`config.mk`:
```
export PLATFORM = sky130hd
export DESIGN_NAME = ppm_port_mux
export DESIGN_NICKNAME = d
export VERILOG_FILES = /design/src/rtl/ppm_pkg.sv /design/src/rtl/ppm_pin_cell.sv /design/src/rtl/ppm_port_mux.sv
export SDC_FILE = /design/constraint.sdc
export NUM_CORES = 1
export LEC_CHECK = 0
export BUFFER_PORTS_ARGS = -buffer_cell sky130_fd_sc_hd__clkbuf_2
export CORE_MARGIN = 4
export CORE_UTILIZATION = 60
export CTS_BUF_LIST = sky130_fd_sc_hd__clkbuf_8
export DETAILED_ROUTE_END_ITERATION = 16
export GPL_ROUTABILITY_DRIVEN = 1
export HOLD_SLACK_MARGIN = 0.08
export PLACE_DENSITY = 0.87
export SETUP_SLACK_MARGIN = 0.3
export SYNTH_ARGS = -nofsm -noshare
export SYNTH_HDL_FRONTEND = slang
export SYNTH_SLANG_ARGS = --single-unit
```
`constraint.sdc`:
```
create_clock -name core_clk -period 6.4 [get_ports core_clk]
set_clock_uncertainty 0.1 [all_clocks]
set_input_delay 1.28 -clock core_clk [delete_from_list [all_inputs] [get_ports core_clk]]
set_output_delay 1.28 -clock core_clk [all_outputs]
set_load 0.05 [all_outputs]
```
`src/rtl/ppm_pkg.sv`:
```
// Package of constants and types for the port pin function mux
`default_nettype none
// Contract
// - An enabled LCD segment function owns the pin and disables every other function there.
// - In synchronous serial mode the serial data output drives the pin ahead of the latch even with direction 1.
// - The asynchronous serial receiver takes the pin level through a Schmitt buffer while direction is 1.
// - With direction 0 a capture/compare/PWM output drives the pin, with direction 1 the pin feeds its capture input.
// - Enhanced-PWM outputs drive their pins at direction 0 and can be set to tri-state during enhanced PWM.
// - After reset analog-shared pins default to analog and analog selection leaves the digital input path alone.
// - A comparator input receives the pin level whatever the direction bit says.
// - On small-package variants the upper bits of segment enable 4 are not implemented and read as 0.
package ppm_pkg;
	localparam logic [7:0] PPM_OFF_PORT_C_LEVELS  = 8'h00;
	localparam logic [7:0] PPM_OFF_PORT_C_LATCH   = 8'h04;
	localparam logic [7:0] PPM_OFF_PORT_C_DIR     = 8'h08;
	localparam logic [7:0] PPM_OFF_SEG_EN_1       = 8'h0c;
	localparam logic [7:0] PPM_OFF_SEG_EN_2       = 8'h10;
	localparam logic [7:0] PPM_OFF_SEG_EN_3       = 8'h14;
	localparam logic [7:0] PPM_OFF_SEG_EN_4       = 8'h18;
	localparam logic [7:0] PPM_OFF_OPEN_DRAIN_1   = 8'h1c;
	localparam logic [7:0] PPM_OFF_PORT_H_LEVELS  = 8'h20;
	localparam logic [7:0] PPM_OFF_PORT_H_LATCH   = 8'h24;
	localparam logic [7:0] PPM_OFF_PORT_H_DIR     = 8'h28;
	localparam logic [7:0] PPM_OFF_SEG_EN_5       = 8'h2c;
	localparam logic [7:0] PPM_OFF_ANALOG_SEL_1   = 8'h30;
	localparam logic [7:0] PPM_OFF_ANALOG_SEL_2   = 8'h34;
	localparam logic [7:0] PPM_OFF_OPEN_DRAIN_2   = 8'h38;
	localparam logic [7:0] PPM_OFF_FUNC_CTRL      = 8'h3c;
	localparam logic [7:0] PPM_OFF_FUNC_STATUS    = 8'h40;
	localparam logic [7:0] PPM_RST_DIR            = 8'hff;
	localparam logic [7:0] PPM_RST_ZERO           = 8'h00;
	localparam logic [7:0] PPM_RST_ANALOG         = 8'hff;
	localparam logic [7:0] PPM_SE4_SMALL_MASK     = 8'h01;
	localparam logic [7:0] PPM_SE4_FULL_MASK      = 8'hff;
	localparam int         PPM_BIT_C7             = 7;
	localparam int         PPM_BIT_H6             = 6;
	localparam int         PPM_BIT_H7             = 7;
	localparam int         PPM_SE3_BIT_LCD_SEGMENT_28_OUT      = 4;
	localparam int         PPM_SE5_BIT_LCD_SEGMENT_42_OUT      = 2;
	localparam int         PPM_SE5_BIT_LCD_SEGMENT_43_OUT      = 3;
	localparam int         PPM_AN1_BIT_CH14       = 6;
	localparam int         PPM_AN1_BIT_CH15       = 7;
	localparam int         PPM_CTL_SYNC_MODE      = 0;
	localparam int         PPM_CTL_CH7_ACTIVE     = 1;
	localparam int         PPM_CTL_CH6_ACTIVE     = 2;
	localparam int         PPM_CTL_EPWM_C_ACTIVE  = 3;
	localparam int         PPM_CTL_EPWM_B_ACTIVE  = 4;
	localparam int         PPM_CTL_EPWM_TRISTATE  = 5;

	// Per-pin sources from the peripherals
	typedef struct packed {
		logic sync_mode;
		logic sync_data_out;
		logic sync_data_oe;
		logic capture_compare_pwm_ch7_out;
		logic capture_compare_pwm_ch6_out;
		logic epwm_c_out;
		logic epwm_b_out;
		logic epwm_tristate;
		logic lcd_segment_28_out;
		logic lcd_segment_42_out;
		logic lcd_segment_43_out;
	} ppm_periph_t;

	// Per-pin inputs delivered to the peripherals
	typedef struct packed {
		logic async_rx;
		logic sync_data_in;
		logic capture_compare_pwm_ch7_capture;
		logic capture_compare_pwm_ch6_capture;
		logic analog_ch14;
		logic analog_ch15;
		logic comp1_in_c;
	} ppm_taps_t;
endpackage : ppm_pkg
`default_nettype wire

```
`src/rtl/ppm_pin_cell.sv`:
```
// One pin's priority mux between segment, peripheral and port drive
`default_nettype none
module ppm_pin_cell (
	input  wire logic seg_en,
	input  wire logic seg_val,
	input  wire logic periph_en,
	input  wire logic periph_oe,
	input  wire logic periph_val,
	input  wire logic dir_in,
	input  wire logic latch_val,
	input  wire logic open_drain,
	output logic      pin_o,
	output logic      pin_oe,
	output logic      digital_ok
);
	always_comb begin
		if (seg_en) begin
			pin_o      = seg_val;
			pin_oe     = 1'b1;
			digital_ok = 1'b0;
		end else if (periph_en) begin
			pin_o      = periph_val;
			pin_oe     = periph_oe & ~(open_drain & periph_val);
			digital_ok = 1'b1;
		end else begin
			pin_o      = latch_val;
			pin_oe     = ~dir_in & ~(open_drain & latch_val);
			digital_ok = 1'b1;
		end
	end
endmodule : ppm_pin_cell
`default_nettype wire

```
`src/rtl/ppm_port_mux.sv`:
```
// Top of the port C and port H pin function mux with Wishbone registers
`default_nettype none
module ppm_port_mux #(
	parameter bit SMALL_PACKAGE = 1'b0
) (
	input  wire logic             core_clk,
	input  wire logic             rst_n,
	input  wire logic [7:0]       wb_adr_i,
	input  wire logic [31:0]      wb_dat_i,
	input  wire logic [3:0]       wb_sel_i,
	input  wire logic             wb_we_i,
	input  wire logic             wb_cyc_i,
	input  wire logic             wb_stb_i,
	output logic      [31:0]      wb_dat_o,
	output logic                  wb_ack_o,
	output logic                  wb_err_o,
	input  wire ppm_pkg::ppm_periph_t periph_i,
	input  wire logic [7:0]       port_c_pin_i,
	output logic      [7:0]       port_c_pin_o,
	output logic      [7:0]       port_c_pin_oe,
	input  wire logic [7:0]       port_h_pin_i,
	output logic      [7:0]       port_h_pin_o,
	output logic      [7:0]       port_h_pin_oe,
	output ppm_pkg::ppm_taps_t    taps_o
);
	import ppm_pkg::*;

	logic [7:0] c_lat_q, c_dir_q, h_lat_q, h_dir_q;
	logic [7:0] se1_q, se2_q, se3_q, se4_q, se5_q;
	logic [7:0] an1_q, an2_q, od1_q, od2_q, ctl_q;
	logic [7:0] c_in_q, h_in_q;
	logic [7:0] c_o_d, c_oe_d, h_o_d, h_oe_d, c_dig, h_dig;
	logic [7:0] c_pen, c_poe, c_pval, h_pen, h_poe, h_pval;
	logic [7:0] c_seg, c_segv, h_seg, h_segv;
	logic [7:0] se4_mask;
	logic [7:0] rd_d;
	logic       hit_d;
	logic       wr_stb, req;
	ppm_taps_t  taps_d;

	assign se4_mask = SMALL_PACKAGE ? PPM_SE4_SMALL_MASK : PPM_SE4_FULL_MASK;

	assign req    = wb_cyc_i & wb_stb_i & ~wb_ack_o & ~wb_err_o;
	assign wr_stb = req & wb_we_i & wb_sel_i[0];

	function automatic logic wr_hit(input logic [7:0] adr, input logic [7:0] off);
		wr_hit = (adr == off);
	endfunction : wr_hit

	always_ff @(posedge core_clk) begin
		if (!rst_n) begin
			c_lat_q <= PPM_RST_ZERO;
			h_lat_q <= PPM_RST_ZERO;
		end else if (wr_stb) begin
			if (wr_hit(wb_adr_i, PPM_OFF_PORT_C_LATCH) || wr_hit(wb_adr_i, PPM_OFF_PORT_C_LEVELS)) begin
				c_lat_q <= wb_dat_i[7:0];
			end else if (wr_hit(wb_adr_i, PPM_OFF_PORT_H_LATCH) || wr_hit(wb_adr_i, PPM_OFF_PORT_H_LEVELS)) begin
				h_lat_q <= wb_dat_i[7:0];
			end
		end
	end

	always_ff @(posedge core_clk) begin
		if (!rst_n) begin
			c_dir_q <= PPM_RST_DIR;
			h_dir_q <= PPM_RST_DIR;
			ctl_q   <= PPM_RST_ZERO;
		end else if (wr_stb) begin
			if (wr_hit(wb_adr_i, PPM_OFF_PORT_C_DIR)) begin
				c_dir_q <= wb_dat_i[7:0];
			end else if (wr_hit(wb_adr_i, PPM_OFF_PORT_H_DIR)) begin
				h_dir_q <= wb_dat_i[7:0];
			end else if (wr_hit(wb_adr_i, PPM_OFF_FUNC_CTRL)) begin
				ctl_q <= wb_dat_i[7:0];
			end
		end
	end

	always_ff @(posedge core_clk) begin
		if (!rst_n) begin
			se1_q <= PPM_RST_ZERO;
			se2_q <= PPM_RST_ZERO;
			se3_q <= PPM_RST_ZERO;
			se4_q <= PPM_RST_ZERO;
			se5_q <= PPM_RST_ZERO;
		end else if (wr_stb) begin
			if (wr_hit(wb_adr_i, PPM_OFF_SEG_EN_1)) begin
				se1_q <= wb_dat_i[7:0];
			end else if (wr_hit(wb_adr_i, PPM_OFF_SEG_EN_2)) begin
				se2_q <= wb_dat_i[7:0];
			end else if (wr_hit(wb_adr_i, PPM_OFF_SEG_EN_3)) begin
				se3_q <= wb_dat_i[7:0];
			end else if (wr_hit(wb_adr_i, PPM_OFF_SEG_EN_4)) begin
				se4_q <= wb_dat_i[7:0] & se4_mask;
			end else if (wr_hit(wb_adr_i, PPM_OFF_SEG_EN_5)) begin
				se5_q <= wb_dat_i[7:0];
			end
		end
	end

	always_ff @(posedge core_clk) begin
		if (!rst_n) begin
			an1_q <= PPM_RST_ANALOG;
			an2_q <= PPM_RST_ANALOG;
		end else if (wr_stb) begin
			if (wr_hit(wb_adr_i, PPM_OFF_ANALOG_SEL_1)) begin
				an1_q <= wb_dat_i[7:0];
			end else if (wr_hit(wb_adr_i, PPM_OFF_ANALOG_SEL_2)) begin
				an2_q <= wb_dat_i[7:0];
			end
		end
	end

	always_ff @(posedge core_clk) begin
		if (!rst_n) begin
			od1_q <= PPM_RST_ZERO;
			od2_q <= PPM_RST_ZERO;
		end else if (wr_stb) begin
			if (wr_hit(wb_adr_i, PPM_OFF_OPEN_DRAIN_1)) begin
				od1_q <= wb_dat_i[7:0];
			end else if (wr_hit(wb_adr_i, PPM_OFF_OPEN_DRAIN_2)) begin
				od2_q <= wb_dat_i[7:0];
			end
		end
	end

	// Pin levels are sampled once so reads and peripheral taps agree
	always_ff @(posedge core_clk) begin
		if (!rst_n) begin
			c_in_q <= PPM_RST_ZERO;
			h_in_q <= PPM_RST_ZERO;
		end else begin
			c_in_q <= port_c_pin_i;
			h_in_q <= port_h_pin_i;
		end
	end

	// Peripheral overrides per pin
	always_comb begin
		c_pen  = '0;
		c_poe  = '0;
		c_pval = '0;
		h_pen  = '0;
		h_poe  = '0;
		h_pval = '0;
		c_seg  = '0;
		c_segv = '0;
		h_seg  = '0;
		h_segv = '0;
		c_seg[PPM_BIT_C7]  = se3_q[PPM_SE3_BIT_LCD_SEGMENT_28_OUT];
		c_segv[PPM_BIT_C7] = periph_i.lcd_segment_28_out;
		h_seg[PPM_BIT_H6]  = se5_q[PPM_SE5_BIT_LCD_SEGMENT_42_OUT];
		h_segv[PPM_BIT_H6] = periph_i.lcd_segment_42_out;
		h_seg[PPM_BIT_H7]  = se5_q[PPM_SE5_BIT_LCD_SEGMENT_43_OUT];
		h_segv[PPM_BIT_H7] = periph_i.lcd_segment_43_out;
		if (periph_i.sync_mode && ctl_q[PPM_CTL_SYNC_MODE] && periph_i.sync_data_oe) begin
			c_pen[PPM_BIT_C7]  = 1'b1;
			c_poe[PPM_BIT_C7]  = 1'b1;
			c_pval[PPM_BIT_C7] = periph_i.sync_data_out;
		end
		if (ctl_q[PPM_CTL_CH7_ACTIVE] && !h_dir_q[PPM_BIT_H6]) begin
			h_pen[PPM_BIT_H6]  = 1'b1;
			h_poe[PPM_BIT_H6]  = 1'b1;
			h_pval[PPM_BIT_H6] = periph_i.capture_compare_pwm_ch7_out;
		end else if (ctl_q[PPM_CTL_EPWM_C_ACTIVE] && !h_dir_q[PPM_BIT_H6]) begin
			h_pen[PPM_BIT_H6]  = 1'b1;
			h_poe[PPM_BIT_H6]  = ~(ctl_q[PPM_CTL_EPWM_TRISTATE] & periph_i.epwm_tristate);
			h_pval[PPM_BIT_H6] = periph_i.epwm_c_out;
		end
		if (ctl_q[PPM_CTL_CH6_ACTIVE] && !h_dir_q[PPM_BIT_H7]) begin
			h_pen[PPM_BIT_H7]  = 1'b1;
			h_poe[PPM_BIT_H7]  = 1'b1;
			h_pval[PPM_BIT_H7] = periph_i.capture_compare_pwm_ch6_out;
		end else if (ctl_q[PPM_CTL_EPWM_B_ACTIVE] && !h_dir_q[PPM_BIT_H7]) begin
			h_pen[PPM_BIT_H7]  = 1'b1;
			h_poe[PPM_BIT_H7]  = ~(ctl_q[PPM_CTL_EPWM_TRISTATE] & periph_i.epwm_tristate);
			h_pval[PPM_BIT_H7] = periph_i.epwm_b_out;
		end
	end

	genvar gi;
	generate
		for (gi = 0; gi < 8; gi++) begin : g_pin
			ppm_pin_cell u_c (
				.seg_en     (c_seg[gi]),
				.seg_val    (c_segv[gi]),
				.periph_en  (c_pen[gi]),
				.periph_oe  (c_poe[gi]),
				.periph_val (c_pval[gi]),
				.dir_in     (c_dir_q[gi]),
				.latch_val  (c_lat_q[gi]),
				.open_drain (od1_q[gi]),
				.pin_o      (c_o_d[gi]),
				.pin_oe     (c_oe_d[gi]),
				.digital_ok (c_dig[gi])
			);
			ppm_pin_cell u_h (
				.seg_en     (h_seg[gi]),
				.seg_val    (h_segv[gi]),
				.periph_en  (h_pen[gi]),
				.periph_oe  (h_poe[gi]),
				.periph_val (h_pval[gi]),
				.dir_in     (h_dir_q[gi]),
				.latch_val  (h_lat_q[gi]),
				.open_drain (od2_q[gi]),
				.pin_o      (h_o_d[gi]),
				.pin_oe     (h_oe_d[gi]),
				.digital_ok (h_dig[gi])
			);
		end
	endgenerate

	// Peripheral input taps; a segment pin blanks every digital tap
	always_comb begin
		taps_d = '0;
		taps_d.async_rx     = c_dig[PPM_BIT_C7] & c_dir_q[PPM_BIT_C7] & c_in_q[PPM_BIT_C7];
		taps_d.sync_data_in = c_dig[PPM_BIT_C7] & c_dir_q[PPM_BIT_C7] & c_in_q[PPM_BIT_C7];
		taps_d.capture_compare_pwm_ch7_capture = h_dig[PPM_BIT_H6] & h_dir_q[PPM_BIT_H6] & h_in_q[PPM_BIT_H6];
		taps_d.capture_compare_pwm_ch6_capture = h_dig[PPM_BIT_H7] & h_dir_q[PPM_BIT_H7] & h_in_q[PPM_BIT_H7];
		taps_d.analog_ch14  = h_dig[PPM_BIT_H6] & an1_q[PPM_AN1_BIT_CH14] & h_in_q[PPM_BIT_H6];
		taps_d.analog_ch15  = h_dig[PPM_BIT_H7] & an1_q[PPM_AN1_BIT_CH15] & h_in_q[PPM_BIT_H7];
		taps_d.comp1_in_c   = h_dig[PPM_BIT_H6] & h_in_q[PPM_BIT_H6];
	end

	always_ff @(posedge core_clk) begin
		if (!rst_n) begin
			port_c_pin_o  <= PPM_RST_ZERO;
			port_c_pin_oe <= PPM_RST_ZERO;
			port_h_pin_o  <= PPM_RST_ZERO;
			port_h_pin_oe <= PPM_RST_ZERO;
			taps_o        <= '0;
		end else begin
			port_c_pin_o  <= c_o_d;
			port_c_pin_oe <= c_oe_d;
			port_h_pin_o  <= h_o_d;
			port_h_pin_oe <= h_oe_d;
			taps_o        <= taps_d;
		end
	end

	// Read decode; digital input of analog pins still reads the pin level
	always_comb begin
		rd_d  = '0;
		hit_d = 1'b1;
		if (wb_adr_i == PPM_OFF_PORT_C_LEVELS) begin
			rd_d = c_in_q;
		end else if (wb_adr_i == PPM_OFF_PORT_C_LATCH) begin
			rd_d = c_lat_q;
		end else if (wb_adr_i == PPM_OFF_PORT_C_DIR) begin
			rd_d = c_dir_q;
		end else if (wb_adr_i == PPM_OFF_SEG_EN_1) begin
			rd_d = se1_q;
		end else if (wb_adr_i == PPM_OFF_SEG_EN_2) begin
			rd_d = se2_q;
		end else if (wb_adr_i == PPM_OFF_SEG_EN_3) begin
			rd_d = se3_q;
		end else if (wb_adr_i == PPM_OFF_SEG_EN_4) begin
			rd_d = se4_q & se4_mask;
		end else if (wb_adr_i == PPM_OFF_OPEN_DRAIN_1) begin
			rd_d = od1_q;
		end else if (wb_adr_i == PPM_OFF_PORT_H_LEVELS) begin
			rd_d = h_in_q;
		end else if (wb_adr_i == PPM_OFF_PORT_H_LATCH) begin
			rd_d = h_lat_q;
		end else if (wb_adr_i == PPM_OFF_PORT_H_DIR) begin
			rd_d = h_dir_q;
		end else if (wb_adr_i == PPM_OFF_SEG_EN_5) begin
			rd_d = se5_q;
		end else if (wb_adr_i == PPM_OFF_ANALOG_SEL_1) begin
			rd_d = an1_q;
		end else if (wb_adr_i == PPM_OFF_ANALOG_SEL_2) begin
			rd_d = an2_q;
		end else if (wb_adr_i == PPM_OFF_OPEN_DRAIN_2) begin
			rd_d = od2_q;
		end else if (wb_adr_i == PPM_OFF_FUNC_CTRL) begin
			rd_d = ctl_q;
		end else if (wb_adr_i == PPM_OFF_FUNC_STATUS) begin
			rd_d = {c_oe_d[PPM_BIT_C7], h_oe_d[PPM_BIT_H7], h_oe_d[PPM_BIT_H6], 2'b00,
			        ~c_dig[PPM_BIT_C7], ~h_dig[PPM_BIT_H7], ~h_dig[PPM_BIT_H6]};
		end else begin
			hit_d = 1'b0;
		end
	end

	// One wait-free answer per request; unmapped addresses answer with err
	always_ff @(posedge core_clk) begin
		if (!rst_n) begin
			wb_ack_o <= 1'b0;
			wb_err_o <= 1'b0;
			wb_dat_o <= '0;
		end else begin
			wb_ack_o <= req & hit_d;
			wb_err_o <= req & ~hit_d;
			wb_dat_o <= {24'h00_0000, (req & hit_d & ~wb_we_i) ? rd_d : 8'h00};
		end
	end
endmodule : ppm_port_mux
`default_nettype wire

```
Word-level counts from Yosys, hierarchy flattened
Index checks and enable logic that the tools add are counted.
- input bits: 76
- word-level logic and storage cells: 242
- output and inout port bits: 73
- register bits: 200
- multiplexer cells: 63
- bitwise operators: 107
- equal/unequal tests: 16
- reductions and logical operators: 26
- operators by type and width (kind ; count):
    $mux 8 ; 17
    $eq 8x6->1 const B ; 8
    $and 1x1->1 ; 58
    $not 1->1 ; 49
    $mux 1 ; 46
    $eq 8x5->1 const B ; 4
    $eq 8x4->1 const B ; 2
    $reduce_and 3->1 ; 5
    $reduce_and 2->1 ; 6
    $eq 8x3->1 const B ; 1
    $eq 8x7->1 const B ; 1
    $logic_not 8->1 ; 1
    $reduce_and 4->1 ; 2
    $logic_and 1x1->1 ; 6
    $reduce_and 6->1 ; 1
    $reduce_and 5->1 ; 1
    $logic_not 1->1 ; 2
    $logic_or 1x1->1 ; 2

Depth between registers and ports, before layout
- depth after elaboration: 26
- depth in mapped cells: 10
- mapped depth without buffers: 7

Cells and area by module
Synthesis repeated with hierarchy kept, for this count alone.
- cell total of the unflattened synthesis: 1004
- area, all modules: 8787.2 sq um
- by module, submodules not included (module ; area an instance (sq um) ; instances ; cells an instance ; seq. area each (sq um)):
    ppm_port_mux ; 8086.5 ; 1 ; 892 ; 3523.4
    ppm_pin_cell ; 43.8 ; 16 ; 7 ; 0.0

Worst setup path before layout
OpenSTA, ideal clock, no wires.
- path kind: in2reg
- from: in wb_adr_i[4]
- to: reg wb_dat_o[0]
- buffers on the path: 2
- arrival: 2931 ps
- required time: 6176 ps
- library setup time: 124 ps
- path slack: 3245 ps
- stages: 9
- path through: buf_1 nor4b_4 and2_1 buf_2 o21ai_1 a221oi_1 a21oi_1 o32ai_1 a21oi_1
- cells in the longest elaborated chain, start to end: 21
- ends and longest elaborated chain (item ; RTL line ; RTL):
    start: declaration ; ppm_port_mux.sv:8 ; input wire logic [7:0] wb_adr_i,
    $eq 8x7->1 ; ppm_port_mux.sv:277 ; end else if (wb_adr_i == PPM_OFF_FUNC_STATUS) begin
    $mux 1 ; ppm_port_mux.sv:277 ;
    $mux 1 ; ppm_port_mux.sv:275 ; end else if (wb_adr_i == PPM_OFF_FUNC_CTRL) begin
    $mux 1 ; ppm_port_mux.sv:273 ; end else if (wb_adr_i == PPM_OFF_OPEN_DRAIN_2) begin
    $mux 1 ; ppm_port_mux.sv:271 ; end else if (wb_adr_i == PPM_OFF_ANALOG_SEL_2) begin
    $mux 1 ; ppm_port_mux.sv:269 ; end else if (wb_adr_i == PPM_OFF_ANALOG_SEL_1) begin
    $mux 1 ; ppm_port_mux.sv:267 ; end else if (wb_adr_i == PPM_OFF_SEG_EN_5) begin
    $mux 1 ; ppm_port_mux.sv:265 ; end else if (wb_adr_i == PPM_OFF_PORT_H_DIR) begin
    (+4 left out) ; n/a ;
    $mux 1 ; ppm_port_mux.sv:255 ; end else if (wb_adr_i == PPM_OFF_SEG_EN_3) begin
    $mux 1 ; ppm_port_mux.sv:253 ; end else if (wb_adr_i == PPM_OFF_SEG_EN_2) begin
    $mux 1 ; ppm_port_mux.sv:251 ; end else if (wb_adr_i == PPM_OFF_SEG_EN_1) begin
    $mux 1 ; ppm_port_mux.sv:249 ; end else if (wb_adr_i == PPM_OFF_PORT_C_DIR) begin
    $mux 1 ; ppm_port_mux.sv:247 ; end else if (wb_adr_i == PPM_OFF_PORT_C_LATCH) begin
    $mux 1 ; ppm_port_mux.sv:245 ; if (wb_adr_i == PPM_OFF_PORT_C_LEVELS) begin
    $and 1x1->1 (2 in series) ; ppm_port_mux.sv:294 ; wb_dat_o <= {24'h00_0000, (req & hit_d & ~wb_we_i) ? rd_d : 8'h00};
    $reduce_and 2->1 (no source line) ; n/a ;
    end signal: assignment ; ppm_port_mux.sv:294 ;
    end: declaration ; ppm_port_mux.sv:14 ; output logic [31:0] wb_dat_o,
Several ways; a longest one is shown, not always the timed one.
A chain may end at the register's enable or synchronous reset.

Worst setup path after layout
- from: in wb_adr_i[2]
- to: reg wb_dat_o[2]
The elaborated chain is that of the path after synthesis.

==> impl_results.md <==
* Per-cell routed wire length at 20.0 microns
* Die outline width at 122 microns
* Antenna violations before repair at 0
* Synthesis-to-layout area growth at 9.75%
* Cts bufs inserted at 17
* Insertion delay to the later sink of the worst-skew pair at between 400 and 500 ps
* Highest cell delay on the worst timing path at approximately 700 ps
* Initial Utilization at 0.617
* Critical path capture point type: flip-flop
* Pleak at around 3.3 nW
* # clock sinks at 176
* Setup repair after global routing missed its margin: no
* Fraction of power spent switching nets at 0.270
* Switching power at ~540 uW
* Sum of buffers and inverters on the critical path at 1
* Drt pass-1 iters at 6
* Least setup slack across all paths after layout at roughly 2500 ps
* First-pass GRT wire length at 35.2 mm
* Internal power summed over all cells at 1.46 mW
* Slew HR at 0.400
* Clock tree root buffer cell: sky130_fd_sc_hd__clkbuf_8
* Ranking of synthesized cells by instance count: 176 x sky130_fd_sc_hd__dfxtp_1, 151 x sky130_fd_sc_hd__nand2_1, 77 x sky130_fd_sc_hd__a21oi_1
* Worst-Margin Slew at 895 ps
* Most repeated cell in the gate-level netlist after synthesis: sky130_fd_sc_hd__dfxtp_1
* Clock edge transition at the registers on the reported setup and hold paths at approximately 80 ps
* Max-cap violations at 0
* Dominant cells by area after synthesis: sky130_fd_sc_hd__dfxtp_1 45%, sky130_fd_sc_hd__mux2i_1 7.7%, sky130_fd_sc_hd__nand2_1 7.2%
* Number of flops mapped to enable cells by yosys at 0
* Cell with the biggest individual delay on the critical path: sky130_fd_sc_hd__nor2_1
* Share of the cycle needed by the critical path after routing at 0.602
* Summed instance area of the synthesized netlist at 7820 sq um
* Count of different cell masters after synthesis at 61
* Post-layout minimum cycle time at 3850 ps
* Hold Vio Cnt, Final at 0
* Share of synthesized area occupied by flip-flops and latches at 0.451
* Total routed wirelength at ~23 mm
* Top-area cell type share of the netlist area at 0.451
* Flip-flop cell with the highest count after synthesis: sky130_fd_sc_hd__dfxtp_1
* Count of routing violations after the opening detailed-route iteration at 1147
* Required time at the worst-slack endpoint at ~6700 ps
* Die footprint at between 10000 and 15000 sq um
* Antenna Diode Count at 0
* Cell mode on critical path: sky130_fd_sc_hd__a31oi_1
* Count of synthesis-stage warnings from yosys at 0
* Final Wtd Congestion at around 0.95
* Family with the most delay on the worst path: simple AND/OR/NAND/NOR gates
* Status: finished clean
* Number of vias per cell after detailed routing at approximately 6.2
* Vias at 7196
* Tightest hold margin at roughly 350 ps
* PD cells at ~230 nW/um^2
* Net count of the finished layout at ~1100
* Resize count post-CTS at 0
* Pin count of the biggest net entering global routing at 51
* Area of the multi-input gates at 3920 sq um
* Pre-CTS setup slack at approximately 2200 ps
* Average instance area after synthesis at 8.49 sq um
* Share of post-route cells with drive strength above 1 at 0.158
* Row Count at 41
* Number of remaining DRC errors at 0
* Fraction of registers with async set or reset after synthesis at 0
* Global Route Usage Sum at 0.310
* Endpoints failing setup at 0
* Total Negative Setup Slacks at 0 ps
* Series of cell instances along the critical path: clkbuf_2, nor2_1, nand3_4, nand2_1, a31oi_1, or3_1, a221o_1, a31oi_1
* Overflow left after global routing at 0
* Overall die height at 122 microns
* Count of state elements after synthesis at approximately 180
* Startpoint Class: input pin
* Maximum vdd drop at 0.184 mV
* # IOs at 149
* CTS tree: yes
* H-tree depth at 4
* Number of global-route vias before repair at between 6000 and 7000
* Number of I/O port buffers at 97
* Total half-perimeter wirelength after legalization and detailed placement at 15.7 mm
* Worst min path class: flip-flop to flip-flop
* Max Fclk at 0.259 GHz
* Antenna-violating nets left at 0
* Max-slew violation total from the final report at 0
* Maximum fanout count along the critical path at 30
* Placeable core area at 12700 sq um
* Clk pwr share at 0.363
* Setup Fix Bufs, Post-CTS at 0
* Tot Pwr at 2.00 mW
* Hold-fix buffers, CTS at 0
* Library cell with the largest summed area after synthesis: sky130_fd_sc_hd__dfxtp_1
* Sequential power share at 0.553
* Reg area at 3520 sq um
* Max Buffers Root-to-Sink at 2
* Count of filler cells inserted in the layout at 1024
* Crit Path Class: input pin to flip-flop
* Logic gate share of total power at 0.084
* Gate count of the mapped netlist at 921
* Data arrival time at the worst-slack endpoint at 4140 ps
-- cells by family (layout without fill, tap and decap cells) --
logic type	count (synthesis)	after routing	synth area share
flops	176	176	0.451
buf+inv	94	142	0.0592
simple gates	353	353	0.218
mux	71	71	0.0970
compound gates	226	226	0.175
other cells	1	24	0.000480
-- cells in the final DEF, fill, tap and decap left out, types with 6 or more instances in the layout --
cell                       count
sky130_fd_sc_hd__a22oi_1       8
sky130_fd_sc_hd__nor2_1       74
sky130_fd_sc_hd__clkbuf_2     97
sky130_fd_sc_hd__o22ai_1      16
sky130_fd_sc_hd__o21ai_0      51
sky130_fd_sc_hd__mux2i_1      60
sky130_fd_sc_hd__conb_1       24
sky130_fd_sc_hd__inv_1         7
sky130_fd_sc_hd__a21oi_1      77
sky130_fd_sc_hd__nand3_1      35
sky130_fd_sc_hd__and2_1       40
sky130_fd_sc_hd__dfxtp_1     176
sky130_fd_sc_hd__nand2_1     151
sky130_fd_sc_hd__nor3_1        8
sky130_fd_sc_hd__and3_1        7
sky130_fd_sc_hd__buf_4         6
sky130_fd_sc_hd__clkbuf_8     18
sky130_fd_sc_hd__nand2b_1      7
sky130_fd_sc_hd__a211oi_1     17
sky130_fd_sc_hd__o21ai_1      13
-- power by group through the flow --
stage / logic [mW] / clock network (mW) / registers, mW
after floorplan: 0.119 / 0 / 1.14
after global placement: 0.161 / 0 / 1.13
after detailed placement: 0.162 / 0 / 1.13
after CTS: 0.163 / 0.731 / 1.10
after global routing: 0.176 / 0.776 / 1.11
final: 0.168 / 0.724 / 1.10
-- metrics by stage --
| step | instance area, sq um | cells | utilization |
|---|---|---|---|
| 3_5_place_dp | 8220 | 1133 | 0.649 |
| 2_1_floorplan | 7910 | 944 | - |
| 6_report | 8580 | 1164 | 0.677 |
| 4_1_cts | 8580 | 1164 | 0.677 |
| 5_1_grt | 8580 | 1164 | 0.677 |
| 3_3_place_gp | 8220 | 1133 | 0.649 |
-- routing by layer --
layer / vias to the layer above / part of all wire / GRT usage
met5: - / 0 / 0
met4: 0 / 0.029 / 0.117
met3: 60 / 0.14 / 0.0799
met2: 549 / 0.42 / 0.448
met1: 3292 / 0.40 / 0.446
li1: 3295 / - / -
-- layout make-up --
type                    count  share of cell area
clock buffers              18              0.0289
repair buffers            103              0.0618
clock inverters            13              0.0134
inverters                   8             0.00350
flip-flops and latches    176               0.411
multi-input cells         674               0.457
well taps                 172              0.0251
-- final timing paths --
path	cells after the start	slack [ps]	to	from
max	8	2550	wb_dat_o[2]$_SDFF_PN0_	wb_adr_i[2]
min	1	350	port_c_pin_oe[4]$_SDFF_PN0_	c_dir_q[4]$_SDFFE_PN1P_
max reg2reg	7	3790	od2_q[2]$_SDFFE_PN0P_	wb_ack_o$_SDFF_PN0_
min reg2reg	1	350	port_c_pin_oe[4]$_SDFF_PN0_	c_dir_q[4]$_SDFFE_PN1P_
Power figures use the tool's default switching activity.
